File: src/hdl/psadd_regs.svh
`ifndef PSADD_REGS_SVH
`define PSADD_REGS_SVH

// datapath geometry
`define PSA_DATA_W 128
`define PSA_HALF_W 16
`define PSA_WORD_W 32
`define PSA_INSTR_W 32
`define PSA_SUB_W 5

// instruction field positions
`define PSA_MAJOR_HI 31
`define PSA_MAJOR_LO 26
`define PSA_SUB_HI 10
`define PSA_SUB_LO 6
`define PSA_FUNC_HI 5
`define PSA_FUNC_LO 0

// field encodings
`define PSA_MAJOR_OPC 6'h1C
`define PSA_FUNC_GRP0 6'h08
`define PSA_SUB_WORD 5'h10
`define PSA_SUB_HALF 5'h14

`endif

File: src/hdl/psadd_pkg.sv
package psadd_pkg;

   typedef enum logic [1:0] {
      OP_NONE = 2'h0,
      OP_HALF = 2'h1,
      OP_WORD = 2'h2
   } lane_op_t;

endpackage

File: src/hdl/parallel_signed_saturating_add.sv
`timescale 1ns/1ps
`include "psadd_regs.svh"

// Behaviour
// - word add decoded from opcode fields
// - full 128-bit operands split into lanes
// - eight signed halfword lanes added together
// - halfword overflow writes 0x7FFF
// - halfword underflow writes 0x8000
// - in-range halfword writes low sum bits
// - four signed word lanes added together
// - word overflow 0x7FFFFFFF, in-range low bits
// - word underflow writes 0x80000000
// - no exceptions, saturation only
module parallel_signed_saturating_add #(
   parameter int DATA_W = `PSA_DATA_W,
   parameter int HALF_W = `PSA_HALF_W,
   parameter int WORD_W = `PSA_WORD_W,
   parameter logic [`PSA_SUB_W-1:0] HALF_SUBOP = `PSA_SUB_HALF
) (
   input wire logic i_core_clk,
   input wire logic i_nrst,
   input wire logic i_valid,
   input wire logic i_stall,
   input wire logic [`PSA_INSTR_W-1:0] i_instr,
   input wire logic [DATA_W-1:0] i_src_a,
   input wire logic [DATA_W-1:0] i_src_b,
   output logic o_valid,
   output logic o_unknown_op,
   output logic o_half_op,
   output logic o_word_op,
   output logic [DATA_W/HALF_W-1:0] o_sat_mask,
   output logic [DATA_W-1:0] o_result
);

   localparam int HALF_N = DATA_W / HALF_W;
   localparam int WORD_N = DATA_W / WORD_W;
   localparam int HALF_PER_WORD = WORD_W / HALF_W;

   if ((DATA_W % WORD_W) != 0 || WORD_W != 2 * HALF_W || HALF_W < 2) begin : g_bad_geometry
      $error("parallel_signed_saturating_add: lane widths do not tile the register");
   end
   if (HALF_SUBOP == `PSA_SUB_WORD) begin : g_bad_subop
      $error("parallel_signed_saturating_add: halfword sub-op clashes with word sub-op");
   end

   // classify one instruction word; anything outside the two adds is OP_NONE
   function automatic psadd_pkg::lane_op_t decode_op(
      input logic [`PSA_INSTR_W-1:0] instr,
      input logic [`PSA_SUB_W-1:0] half_sub
   );
      logic group_hit;
      logic [`PSA_SUB_W-1:0] sub;
      group_hit = (instr[`PSA_MAJOR_HI:`PSA_MAJOR_LO] == `PSA_MAJOR_OPC) &&
                  (instr[`PSA_FUNC_HI:`PSA_FUNC_LO] == `PSA_FUNC_GRP0);
      sub = instr[`PSA_SUB_HI:`PSA_SUB_LO];
      if (group_hit && sub == `PSA_SUB_WORD) begin
         decode_op = psadd_pkg::OP_WORD;
      end else if (group_hit && sub == half_sub) begin
         decode_op = psadd_pkg::OP_HALF;
      end else begin
         decode_op = psadd_pkg::OP_NONE;
      end
   endfunction

   psadd_pkg::lane_op_t op_dec;
   logic [HALF_W-1:0] half_res [HALF_N];
   logic [HALF_N-1:0] half_over;
   logic [HALF_N-1:0] half_under;
   logic [WORD_W-1:0] word_res [WORD_N];
   logic [WORD_N-1:0] word_over;
   logic [WORD_N-1:0] word_under;

   for (genvar h = 0; h < HALF_N; h++) begin : g_half
      sat_lane_add #(
         .LANE_W(HALF_W)
      ) u_half (
         .i_a(i_src_a[h*HALF_W +: HALF_W]),
         .i_b(i_src_b[h*HALF_W +: HALF_W]),
         .o_sum(half_res[h]),
         .o_over(half_over[h]),
         .o_under(half_under[h])
      );
   end

   for (genvar w = 0; w < WORD_N; w++) begin : g_word
      sat_lane_add #(
         .LANE_W(WORD_W)
      ) u_word (
         .i_a(i_src_a[w*WORD_W +: WORD_W]),
         .i_b(i_src_b[w*WORD_W +: WORD_W]),
         .o_sum(word_res[w]),
         .o_over(word_over[w]),
         .o_under(word_under[w])
      );
   end

   logic valid_reg;
   logic valid_next;
   logic unknown_reg;
   logic unknown_next;
   psadd_pkg::lane_op_t op_reg;
   psadd_pkg::lane_op_t op_next;
   logic [HALF_N-1:0] mask_reg;
   logic [HALF_N-1:0] mask_next;
   logic [DATA_W-1:0] result_reg;
   logic [DATA_W-1:0] result_next;

   always_comb begin
      op_dec = decode_op(i_instr, HALF_SUBOP);
      valid_next = valid_reg;
      unknown_next = unknown_reg;
      op_next = op_reg;
      mask_next = mask_reg;
      result_next = result_reg;
      // a stalled core freezes the stage; the offered instruction is not taken
      if (!i_stall) begin
         valid_next = i_valid && (op_dec != psadd_pkg::OP_NONE);
         unknown_next = i_valid && (op_dec == psadd_pkg::OP_NONE);
         if (i_valid && op_dec == psadd_pkg::OP_HALF) begin
            op_next = op_dec;
            // each lane placed from its own adder only
            for (int h = 0; h < HALF_N; h++) begin
               result_next[h*HALF_W +: HALF_W] = half_res[h];
               mask_next[h] = half_over[h] || half_under[h];
            end
         end else if (i_valid && op_dec == psadd_pkg::OP_WORD) begin
            op_next = op_dec;
            // word lanes tile the full register
            for (int w = 0; w < WORD_N; w++) begin
               result_next[w*WORD_W +: WORD_W] = word_res[w];
               for (int k = 0; k < HALF_PER_WORD; k++) begin
                  mask_next[w*HALF_PER_WORD + k] = word_over[w] || word_under[w];
               end
            end
         end
      end
   end

   always_ff @(posedge i_core_clk) begin
      if (!i_nrst) begin
         valid_reg <= 1'b0;
         unknown_reg <= 1'b0;
         op_reg <= psadd_pkg::OP_NONE;
         mask_reg <= '0;
         result_reg <= '0;
      end else begin
         valid_reg <= valid_next;
         unknown_reg <= unknown_next;
         op_reg <= op_next;
         mask_reg <= mask_next;
         result_reg <= result_next;
      end
   end

   assign o_valid = valid_reg;
   assign o_unknown_op = unknown_reg;
   assign o_half_op = (op_reg == psadd_pkg::OP_HALF);
   assign o_word_op = (op_reg == psadd_pkg::OP_WORD);
   assign o_sat_mask = mask_reg;
   assign o_result = result_reg;

   // checking helpers: independent wide sums on chosen lanes
   localparam int TOP_H = (HALF_N - 1) * HALF_W;
   localparam int TOP_W = (WORD_N - 1) * WORD_W;

   logic signed [HALF_W:0] chk_half_top;
   logic signed [HALF_W:0] chk_half_low;
   logic signed [WORD_W:0] chk_word_top;
   logic signed [WORD_W:0] chk_word_low;
   logic chk_half_carry;
   logic chk_word_carry;
   logic [HALF_W:0] chk_half_uns;
   logic [WORD_W:0] chk_word_uns;

   always_comb begin
      chk_half_top = $signed({i_src_a[TOP_H+HALF_W-1], i_src_a[TOP_H +: HALF_W]}) +
                     $signed({i_src_b[TOP_H+HALF_W-1], i_src_b[TOP_H +: HALF_W]});
      chk_half_low = $signed({i_src_a[HALF_W-1], i_src_a[HALF_W-1:0]}) +
                     $signed({i_src_b[HALF_W-1], i_src_b[HALF_W-1:0]});
      chk_word_top = $signed({i_src_a[TOP_W+WORD_W-1], i_src_a[TOP_W +: WORD_W]}) +
                     $signed({i_src_b[TOP_W+WORD_W-1], i_src_b[TOP_W +: WORD_W]});
      chk_word_low = $signed({i_src_a[WORD_W-1], i_src_a[WORD_W-1:0]}) +
                     $signed({i_src_b[WORD_W-1], i_src_b[WORD_W-1:0]});
      chk_half_uns = {1'b0, i_src_a[HALF_W-1:0]} + {1'b0, i_src_b[HALF_W-1:0]};
      chk_word_uns = {1'b0, i_src_a[WORD_W-1:0]} + {1'b0, i_src_b[WORD_W-1:0]};
      chk_half_carry = chk_half_uns[HALF_W];
      chk_word_carry = chk_word_uns[WORD_W];
   end

   localparam logic [HALF_W-1:0] HALF_MAX = {1'b0, {(HALF_W-1){1'b1}}};
   localparam logic [HALF_W-1:0] HALF_MIN = {1'b1, {(HALF_W-1){1'b0}}};
   localparam logic [WORD_W-1:0] WORD_MAX = {1'b0, {(WORD_W-1){1'b1}}};
   localparam logic [WORD_W-1:0] WORD_MIN = {1'b1, {(WORD_W-1){1'b0}}};
endmodule

File: src/hdl/sat_lane_add.sv
`timescale 1ns/1ps

module sat_lane_add #(
   parameter int LANE_W = 16
) (
   input wire logic [LANE_W-1:0] i_a,
   input wire logic [LANE_W-1:0] i_b,
   output logic [LANE_W-1:0] o_sum,
   output logic o_over,
   output logic o_under
);

   localparam logic [LANE_W-1:0] LANE_MAX = {1'b0, {(LANE_W-1){1'b1}}};
   localparam logic [LANE_W-1:0] LANE_MIN = {1'b1, {(LANE_W-1){1'b0}}};

   if (LANE_W < 2) begin : g_bad_width
      $error("sat_lane_add: lane width below two bits");
   end

   logic [LANE_W-1:0] raw_sum;

   always_comb begin
      raw_sum = i_a + i_b;
      // signs agree going in and differ coming out: the wrapped value is wrong
      o_over = !i_a[LANE_W-1] && !i_b[LANE_W-1] && raw_sum[LANE_W-1];
      o_under = i_a[LANE_W-1] && i_b[LANE_W-1] && !raw_sum[LANE_W-1];
      if (o_over) begin
         o_sum = LANE_MAX;
      end else if (o_under) begin
         o_sum = LANE_MIN;
      end else begin
         o_sum = raw_sum;
      end
   end

endmodule

File: config.mk
export PLATFORM = sky130hd
export DESIGN_NAME = parallel_signed_saturating_add
export DESIGN_NICKNAME = d
export VERILOG_FILES = /design/src/hdl/psadd_pkg.sv /design/src/hdl/parallel_signed_saturating_add.sv /design/src/hdl/sat_lane_add.sv
export VERILOG_INCLUDE_DIRS = /design/src /design/src/hdl
export SDC_FILE = /design/constraint.sdc
export NUM_CORES = 1
export LEC_CHECK = 0
export BUFFER_PORTS_ARGS = -buffer_cell sky130_fd_sc_hd__buf_2
export CAP_MARGIN = 20
export CORE_MARGIN = 3
export CORE_UTILIZATION = 45
export DETAILED_ROUTE_END_ITERATION = 10
export PLACE_DENSITY = 0.78
export SLEW_MARGIN = 20
export SYNTH_ARGS = -nofsm -noshare
export SYNTH_HDL_FRONTEND = slang
export SYNTH_SLANG_ARGS = --single-unit
File: constraint.sdc
create_clock -name i_core_clk -period 3.4 [get_ports i_core_clk]
set_input_delay 0.68 -clock i_core_clk [delete_from_list [all_inputs] [get_ports i_core_clk]]
set_output_delay 0.68 -clock i_core_clk [all_outputs]
set_load 0.005 [all_outputs]
==> impl_table.tex, run 1 <==
\begin{tabular}{lr}
\hline
Metric & Value \\
\hline
\multicolumn{2}{l}{\textbf{Setup path}} \\
\quad Kind of start point of the critical path & input port \\
\quad Required time at the worst-slack endpoint & between 3000 and 4000 ps \\
\quad Total number of cells along the worst setup path & 13 \\
\quad Critical path start-end classification & in -> reg \\
\quad Worst reg-to-reg path cell count & 2 \\
\quad Arrival time reported for the critical path endpoint & 3530 ps \\
\quad Cells traversed along the worst timing path & buf\_2 -> ha\_1 -> a211oi\_1 -> o211a\_1 -> nor3\_1 -> buf\_4 -> o21a\_1 -> a21oi\_2 -> mux2i\_1 -> buf\_4 -> a21oi\_2 -> nand2\_1 -> o21ai\_0 \\
\quad Endpoint class of the critical path & flop \\
\quad Top Family by Delay on Critical Path & compound AO/OA/AOI/OAI gates \\
\quad Cell at the slowest stage of the critical path & mux2i\_1 \\
\quad Worst-path maximum fanout & 13 \\
\quad Crit path largest cell delay & $\sim$400 ps \\
\quad CP Buf/Inv Count & 3 \\
\multicolumn{2}{l}{\textbf{Synthesis}} \\
\quad Number of distinct library cell variants in the gate-level netlist after synthesis & 83 \\
\quad Proportion of synthesized chip area in sequential cells & between 10\% and 20\% \\
\quad Number of synthesis warnings & 0 \\
\quad Syn avg cell area & 7.40 um\^{}2 \\
\quad Synth Flop Type & dfxtp\_1 \\
\quad Top area cells in the synthesized netlist & dfxtp\_1 20\%, ha\_1 12\%, o21ai\_0 7.6\% \\
\quad Share of flip-flops with an asynchronous set or reset & 0\% \\
\quad Synthesis-stage register bit count & 140 \\
\quad Gate count of the mapped netlist & 1932 \\
\quad Post-synth top area share & 19.6\% \\
\quad Number of flops mapped to enable cells by yosys & 0 \\
\quad Post-synth top area cell & dfxtp\_1 \\
\quad Post-Synthesis Net Count & 2372 \\
\quad Post-Syn Area & 14300 um\^{}2 \\
\multicolumn{2}{l}{\textbf{Placed design}} \\
\quad Quantity of I/O buffers inserted on ports & 416 \\
\quad HPWL after DPL & 44100 um \\
\quad Dpl cell area & $\sim$19000 um\^{}2 \\
\quad Routability-driven placement congestion ratio & 0.955 \\
\multicolumn{2}{l}{\textbf{STA}} \\
\quad Upper clock frequency limit & 309 MHz \\
\quad Final-report max-slew violation count & 0 \\
\quad Transition time at the pin with the least slew margin & between 700 and 800 ps \\
\quad Final hold vios & 0 \\
\quad Total negative slack for setup checks & 0 ps \\
\quad Slew Limit Headroom & 46.6\% \\
\quad Post-Route Skew & 0 ps \\
\quad Tcrit/Tclk final & 95.2\% \\
\quad Number of failing setup endpoints in the final timing report & 0 \\
\quad Final min period & 3240 ps \\
\multicolumn{2}{l}{\textbf{Die}} \\
\quad Placeable Area & 30900 um\^{}2 \\
\quad \# IOs & 432 \\
\quad Num rows & between 60 and 70 \\
\quad Die area & 33900 um\^{}2 \\
\quad Initial cell density of the core & between 40 and 50\% \\
\quad Die Y & about 180 um \\
\quad Die width & 184 um \\
\multicolumn{2}{l}{\textbf{Clock tree}} \\
\quad Clock slew at the register clock pins of the worst setup and hold paths & 60 ps \\
\quad Clock tree from TritonCTS & yes \\
\quad CTS Hold Buffers Added & 0 \\
\quad Number of buffers on the longest clock path & 2 \\
\quad Count of instances resized after the clock tree is built & 0 \\
\quad Clock root buffer master & clkbuf\_16 \\
\quad Number of setup buffers added after CTS & 0 \\
\quad TritonCTS buffer count & 17 \\
\quad Insertion delay of the later-clocked pin in the worst-skew pair & 440 ps \\
\quad CTS HTree Levels & 4 \\
\quad CTS Sinks & 140 \\
\multicolumn{2}{l}{\textbf{Finish}} \\
\quad Leading cell type in the layout, fill and taps excluded & buf\_2 \\
\quad Non-Filler Cell Area, Final & 19300 um\^{}2 \\
\quad Commonest cells after routing, fill and taps aside & 416 x buf\_2, 247 x buf\_4, 217 x o21ai\_0 \\
\quad Signed area change from the synthesized netlist to the final layout & 34.9\% \\
\quad Number of flip-flops under the largest register name & between 100 and 150 \\
\quad Fraction of final layout cells with drive strength greater than 1 & 30.4\% \\
\quad Layout Utilization & 62.4\% \\
\quad Number of nets in the layout & 2969 \\
\multicolumn{2}{l}{\textbf{Power and ir drop}} \\
\quad Total power after layout & just over 0.006 W \\
\quad Leakage dissipation & 9.13 nW \\
\quad Pwr Density & $\sim$320 nW/um\^{}2 \\
\quad Maximum ir drop on the vdd rail & 323 uV \\
\multicolumn{2}{l}{\textbf{Min path}} \\
\quad Number of stages on the worst hold path & 2 \\
\quad Min-Delay Path Class & reg -> reg \\
\multicolumn{2}{l}{\textbf{Global route}} \\
\quad Initial antenna violation count & 3 \\
\quad Pin count of the biggest net entering global routing & 40 \\
\quad Vias in the first global route & 16600 \\
\quad Total routing resource utilization after global routing & 31.0\% \\
\quad Wire length of the first global-routing pass & 85200 um \\
\quad Total congestion overflow after global routing & 0 \\
\multicolumn{2}{l}{\textbf{Flow run}} \\
\quad Max-capacitance violation count & 0 \\
\multicolumn{2}{l}{\textbf{Drt}} \\
\quad Final wirelength & 54600 um \\
\quad Average wire per standard cell & 18.6 um \\
\quad Iter 0 DRT Violations & approximately 1200 \\
\quad Via/cell ratio & 5.83 \\
\quad Initial DRT Pass Iterations & 6 \\
\quad Antenna Nets Post-Route & 0 \\
\quad Post-route DRC & 0 \\
\quad Via count & 17100 \\
\multicolumn{2}{l}{\textbf{Outcome}} \\
\quad Result of the run & finished, final reports clean \\
\hline
\end{tabular}
power by group:
part           internal [W]  switching [W]  total [W]
sequential          0.00164    0.000000268    0.00164
clock              0.000981       0.000778    0.00176
combinational       0.00126        0.00145    0.00271
total               0.00388        0.00223    0.00611
layer usage:
layer  global-route usage (%)  vias up  part of all wire (%)
met5                        0        -                 0.013
met4                     12.6        2                   3.6
met3                     6.67      115                   7.6
met2                     53.6      693                    48
met1                     37.5     8044                    41
li1                         -     8263                     -
through the flow:
step | setup WS [ps] | hold WS (ps) | instances
6_report | 164 | 446 | 2938
5_1_grt | -2.47 | 466 | 2937
4_1_cts | 188 | 447 | 2935
3_5_place_dp | -223 | 432 | 2905
3_3_place_gp | -175 | 431 | 2905
2_1_floorplan | 3.32 | 435 | 1932
Yosys cell counts, types with 10 or more instances:
cell type,count
fa_1,12
a21oi_1,210
o31ai_1,19
xnor2_1,93
dfxtp_1,140
o21bai_1,16
nand4_1,22
and3_1,16
a32o_1,29
clkbuf_1,71
a211oi_1,15
nand2_1,215
o21a_1,30
nor2_1,128
nand3_1,37
ha_1,136
nor2b_1,27
and2_1,12
nand2b_1,23
a31oi_1,30
or3_1,12
buf_2,26
nor3_1,19
o211ai_1,16
o21ai_0,218
inv_1,79
o21ai_2,10
xor2_1,53
a21o_1,49
final cells by class:
type	instances	area (um^2)
Antenna cell	2	5.00
Clock buffer	24	482
Clock inverter	6	40.0
Fill cell	2841	11600
Inverter	79	297
Multi-Input combinational cell	1612	10900
Sequential cell	140	2800
Tap cell	396	495
Timing Repair Buffer	679	4260
kinds of logic (layout without fill, tap and decap cells):
family | after synthesis | after routing | synth area share (%)
AO/OA/AOI/OAI | 764 | 764 | 34.4
XOR/XNOR | 146 | 146 | 8.95
adder cells (fa/ha/maj) | 148 | 148 | 13.6
buffers and inverters | 180 | 788 | 5.09
flip-flops | 140 | 140 | 19.6
multiplexers | 7 | 7 | 0.517
other | 0 | 2 | 0
AND/OR/NAND/NOR | 547 | 547 | 17.9
worst paths after layout:
path,from,endpoint,slack (ps)
worst min register to register,o_result[47]$_SDFFE_PN0P_,o_result[47]$_SDFFE_PN0P_,450
worst max-delay path,i_src_a[97],o_result[110]$_SDFFE_PN0P_,160
worst min-delay path,o_result[47]$_SDFFE_PN0P_,o_result[47]$_SDFFE_PN0P_,450
worst max register to register,o_result[113]$_SDFFE_PN0P_,o_result[113]$_SDFFE_PN0P_,2660
tightest hold or removal path, cell delays in order (launching register included):
cell and delay (ps):
dfxtp_1 310, nand2_1 50, nand2_1 40
Power figures use the tool's default switching activity.
==> inputs of run 2 (changes only) <==
CAP_MARGIN = not set   (was 20)
PLACE_DENSITY = 0.75   (was 0.78)
TNS_END_PERCENT = 100   (was not set)
clock period = 3.6 ns   (was 3.4 ns; I/O delays follow)
==> impl_table.tex, run 2 (same netlist as run 1, synthesis figures left out) <==
\begin{tabular}{lr}
\hline
Metric & Value \\
\hline
\multicolumn{2}{l}{\textbf{Clock tree}} \\
\quad Count of instances resized after the clock tree is built & 0 (unchanged) \\
\quad Number of buffers on the longest clock path & 2 (unchanged) \\
\quad Number of setup buffers added after CTS & 0 (unchanged) \\
\quad Insertion delay of the later-clocked pin in the worst-skew pair & 440 ps (about the same) \\
\quad Clock root buffer master & clkbuf\_16 \\
\quad CTS Hold Buffers Added & 0 (unchanged) \\
\quad Clock tree from TritonCTS & yes \\
\quad Clock slew at the register clock pins of the worst setup and hold paths & 70 ps (about the same) \\
\quad CTS Sinks & 140 (unchanged) \\
\quad CTS HTree Levels & 4 (unchanged) \\
\quad TritonCTS buffer count & 17 (unchanged) \\
\multicolumn{2}{l}{\textbf{Die}} \\
\quad Die area & 33900 um\^{}2 (unchanged) \\
\quad Num rows & 64 (unchanged) \\
\quad Initial cell density of the core & 46.2\% (unchanged) \\
\quad \# IOs & 432 (unchanged) \\
\quad Placeable Area & 30900 um\^{}2 (unchanged) \\
\quad Die Y & 184 um (unchanged) \\
\quad Die width & 184 um (unchanged) \\
\multicolumn{2}{l}{\textbf{STA}} \\
\quad Final min period & 3340 ps \\
\quad Tcrit/Tclk final & 92.8\% \\
\quad Minimum hold slack & 442 ps (-3.74 ps) \\
\quad Number of failing setup endpoints in the final timing report & 0 (unchanged) \\
\quad Final-report max-slew violation count & 0 (unchanged) \\
\quad Post-Route Skew & 0 ps (unchanged) \\
\quad Transition time at the pin with the least slew margin & 683 ps (-115 ps) \\
\quad RSZ-0062 raised after global routing & no \\
\quad Final critical-path setup slack & 259 ps (+95.3 ps) \\
\quad Upper clock frequency limit & 299 MHz \\
\quad Slew Limit Headroom & 54.4\% (+7.8 points) \\
\quad Final hold vios & 0 (unchanged) \\
\multicolumn{2}{l}{\textbf{Finish}} \\
\quad Number of filler instances in the final layout & 2926 (+3.0\%) \\
\quad Commonest cells after routing, fill and taps aside & 416 x buf\_2, 217 x o21ai\_0, 215 x nand2\_1 \\
\quad Leading cell type in the layout, fill and taps excluded & buf\_2 \\
\quad Number of flip-flops under the largest register name & 128 (unchanged) \\
\quad Fraction of final layout cells with drive strength greater than 1 & 27.4\% (-3.0 points) \\
\quad Number of nets in the layout & 2870 (-3.3\%) \\
\quad Area occupied by multi-input gates & 10800 um\^{}2 (-0.83\%) \\
\quad Signed area change from the synthesized netlist to the final layout & 28.9\% \\
\quad Register area & 2800 um\^{}2 (unchanged) \\
\multicolumn{2}{l}{\textbf{Global route}} \\
\quad Wire length of the first global-routing pass & 80700 um (-5.3\%) \\
\quad Initial antenna violation count & 5 (+2) \\
\quad Pin count of the biggest net entering global routing & 65 (+63\%) \\
\quad Total congestion overflow after global routing & 0 (unchanged) \\
\quad Total routing resource utilization after global routing & 29.3\% (-1.7 points) \\
\quad Vias in the first global route & 15900 (-4.3\%) \\
\multicolumn{2}{l}{\textbf{Placed design}} \\
\quad HPWL after DPL & 42100 um (-4.6\%) \\
\quad Quantity of I/O buffers inserted on ports & 416 (unchanged) \\
\quad Routability-driven placement congestion ratio & 1.00 (+4.8\%) \\
\quad Pre-CTS setup slack & -150 ps (+73.0 ps) \\
\multicolumn{2}{l}{\textbf{Min path}} \\
\quad Min-Delay Path Class & reg -> reg \\
\multicolumn{2}{l}{\textbf{Setup path}} \\
\quad Required time at the worst-slack endpoint & 3960 ps (+270 ps) \\
\quad Crit path largest cell delay & 500 ps (+110 ps) \\
\quad Kind of start point of the critical path & input port \\
\quad CP Buf/Inv Count & 1 (-2) \\
\quad Cells traversed along the worst timing path & buf\_2 -> ha\_1 -> a211oi\_1 -> o21ai\_1 -> a311oi\_4 -> nor2\_1 -> a21o\_1 -> a21oi\_1 -> fa\_1 -> nand2\_1 -> nor2\_1 -> a21oi\_1 -> nand2\_1 -> o21ai\_0 \\
\quad Worst-path maximum fanout & 4 (-9) \\
\quad Critical path start-end classification & in -> reg \\
\quad Cell at the slowest stage of the critical path & fa\_1 \\
\quad Arrival time reported for the critical path endpoint & 3710 ps (+180 ps) \\
\quad Endpoint class of the critical path & flop \\
\quad Top Family by Delay on Critical Path & compound AO/OA/AOI/OAI gates \\
\multicolumn{2}{l}{\textbf{Drt}} \\
\quad Final wirelength & 51900 um (-5.0\%) \\
\quad Iter 0 DRT Violations & 1279 (+8.4\%) \\
\quad Via count & 16700 (-2.5\%) \\
\quad Via/cell ratio & 5.87 (+0.79\%) \\
\quad Average wire per standard cell & 18.3 um (-1.8\%) \\
\quad Antenna Nets Post-Route & 0 (unchanged) \\
\quad Post-route DRC & 0 (unchanged) \\
\quad Initial DRT Pass Iterations & 5 (-1) \\
\multicolumn{2}{l}{\textbf{Power and ir drop}} \\
\quad Leakage dissipation & 8.65 nW (-5.3\%) \\
\quad Maximum ir drop on the vdd rail & 291 uV (-9.7\%) \\
\quad Pwr Density & 313 nW/um\^{}2 (-1.4\%) \\
\multicolumn{2}{l}{\textbf{Flow run}} \\
\quad Max-capacitance violation count & 0 (unchanged) \\
\multicolumn{2}{l}{\textbf{Outcome}} \\
\quad Result of the run & finished, final reports clean \\
\hline
\end{tabular}
==> run 2: worst register-to-register path, cell delays in order, from the launching register on <==
cell     delay (ps)
dfxtp_1         410
o21ai_0         120
a31oi_1         150
==> run 2: layout make-up <==
type	instances	area share, %
antenna	4	0.0543
inverter	79	1.61
clock buffer	18	2.38
tap	396	2.69
multi-input combinational	1612	58.6
sequential	140	15.2
clock inverter	14	0.829
timing repair buffer	580	18.6
==> run 2: through the flow <==
stage               util [%]  power [W]  std cells  area, um^2  TNS [ps]
floorplan                  -    0.00312       1932       14300         0
global placement        57.6    0.00388       2807       17800      -659
detailed placement      57.6    0.00391       2807       17800     -2320
CTS                     59.6    0.00577       2839       18400         0
global route            59.6    0.00610       2842       18400         0
finish                  59.6    0.00576       2843       18400         0
==> run 2: path summary, 6_finish.rpt <==
kind	from	to	slack, ps	cells past startpoint
hold / removal	o_result[47]$_SDFFE_PN0P_	o_result[47]$_SDFFE_PN0P_	440	2
setup / recovery	i_src_a[33]	o_result[41]$_SDFFE_PN0P_	260	14
setup reg to reg	o_result[39]$_SDFFE_PN0P_	o_result[39]$_SDFFE_PN0P_	2840	2
hold reg to reg	o_result[47]$_SDFFE_PN0P_	o_result[47]$_SDFFE_PN0P_	440	2
==> run 2: power by group <==
group / switching, W / internal [W]
registers: 0.000000765 / 0.00155
clock network: 0.000824 / 0.00100
logic: 0.00133 / 0.00105
==> run 2: layer usage <==
layer,wire length [um],up-vias,GRT usage (%)
met4,1850,4,11.7
met3,4280,115,6.71
met1,21500,7740,35.5
met5,25,-,0
li1,-,8082,-
met2,24300,753,50.1
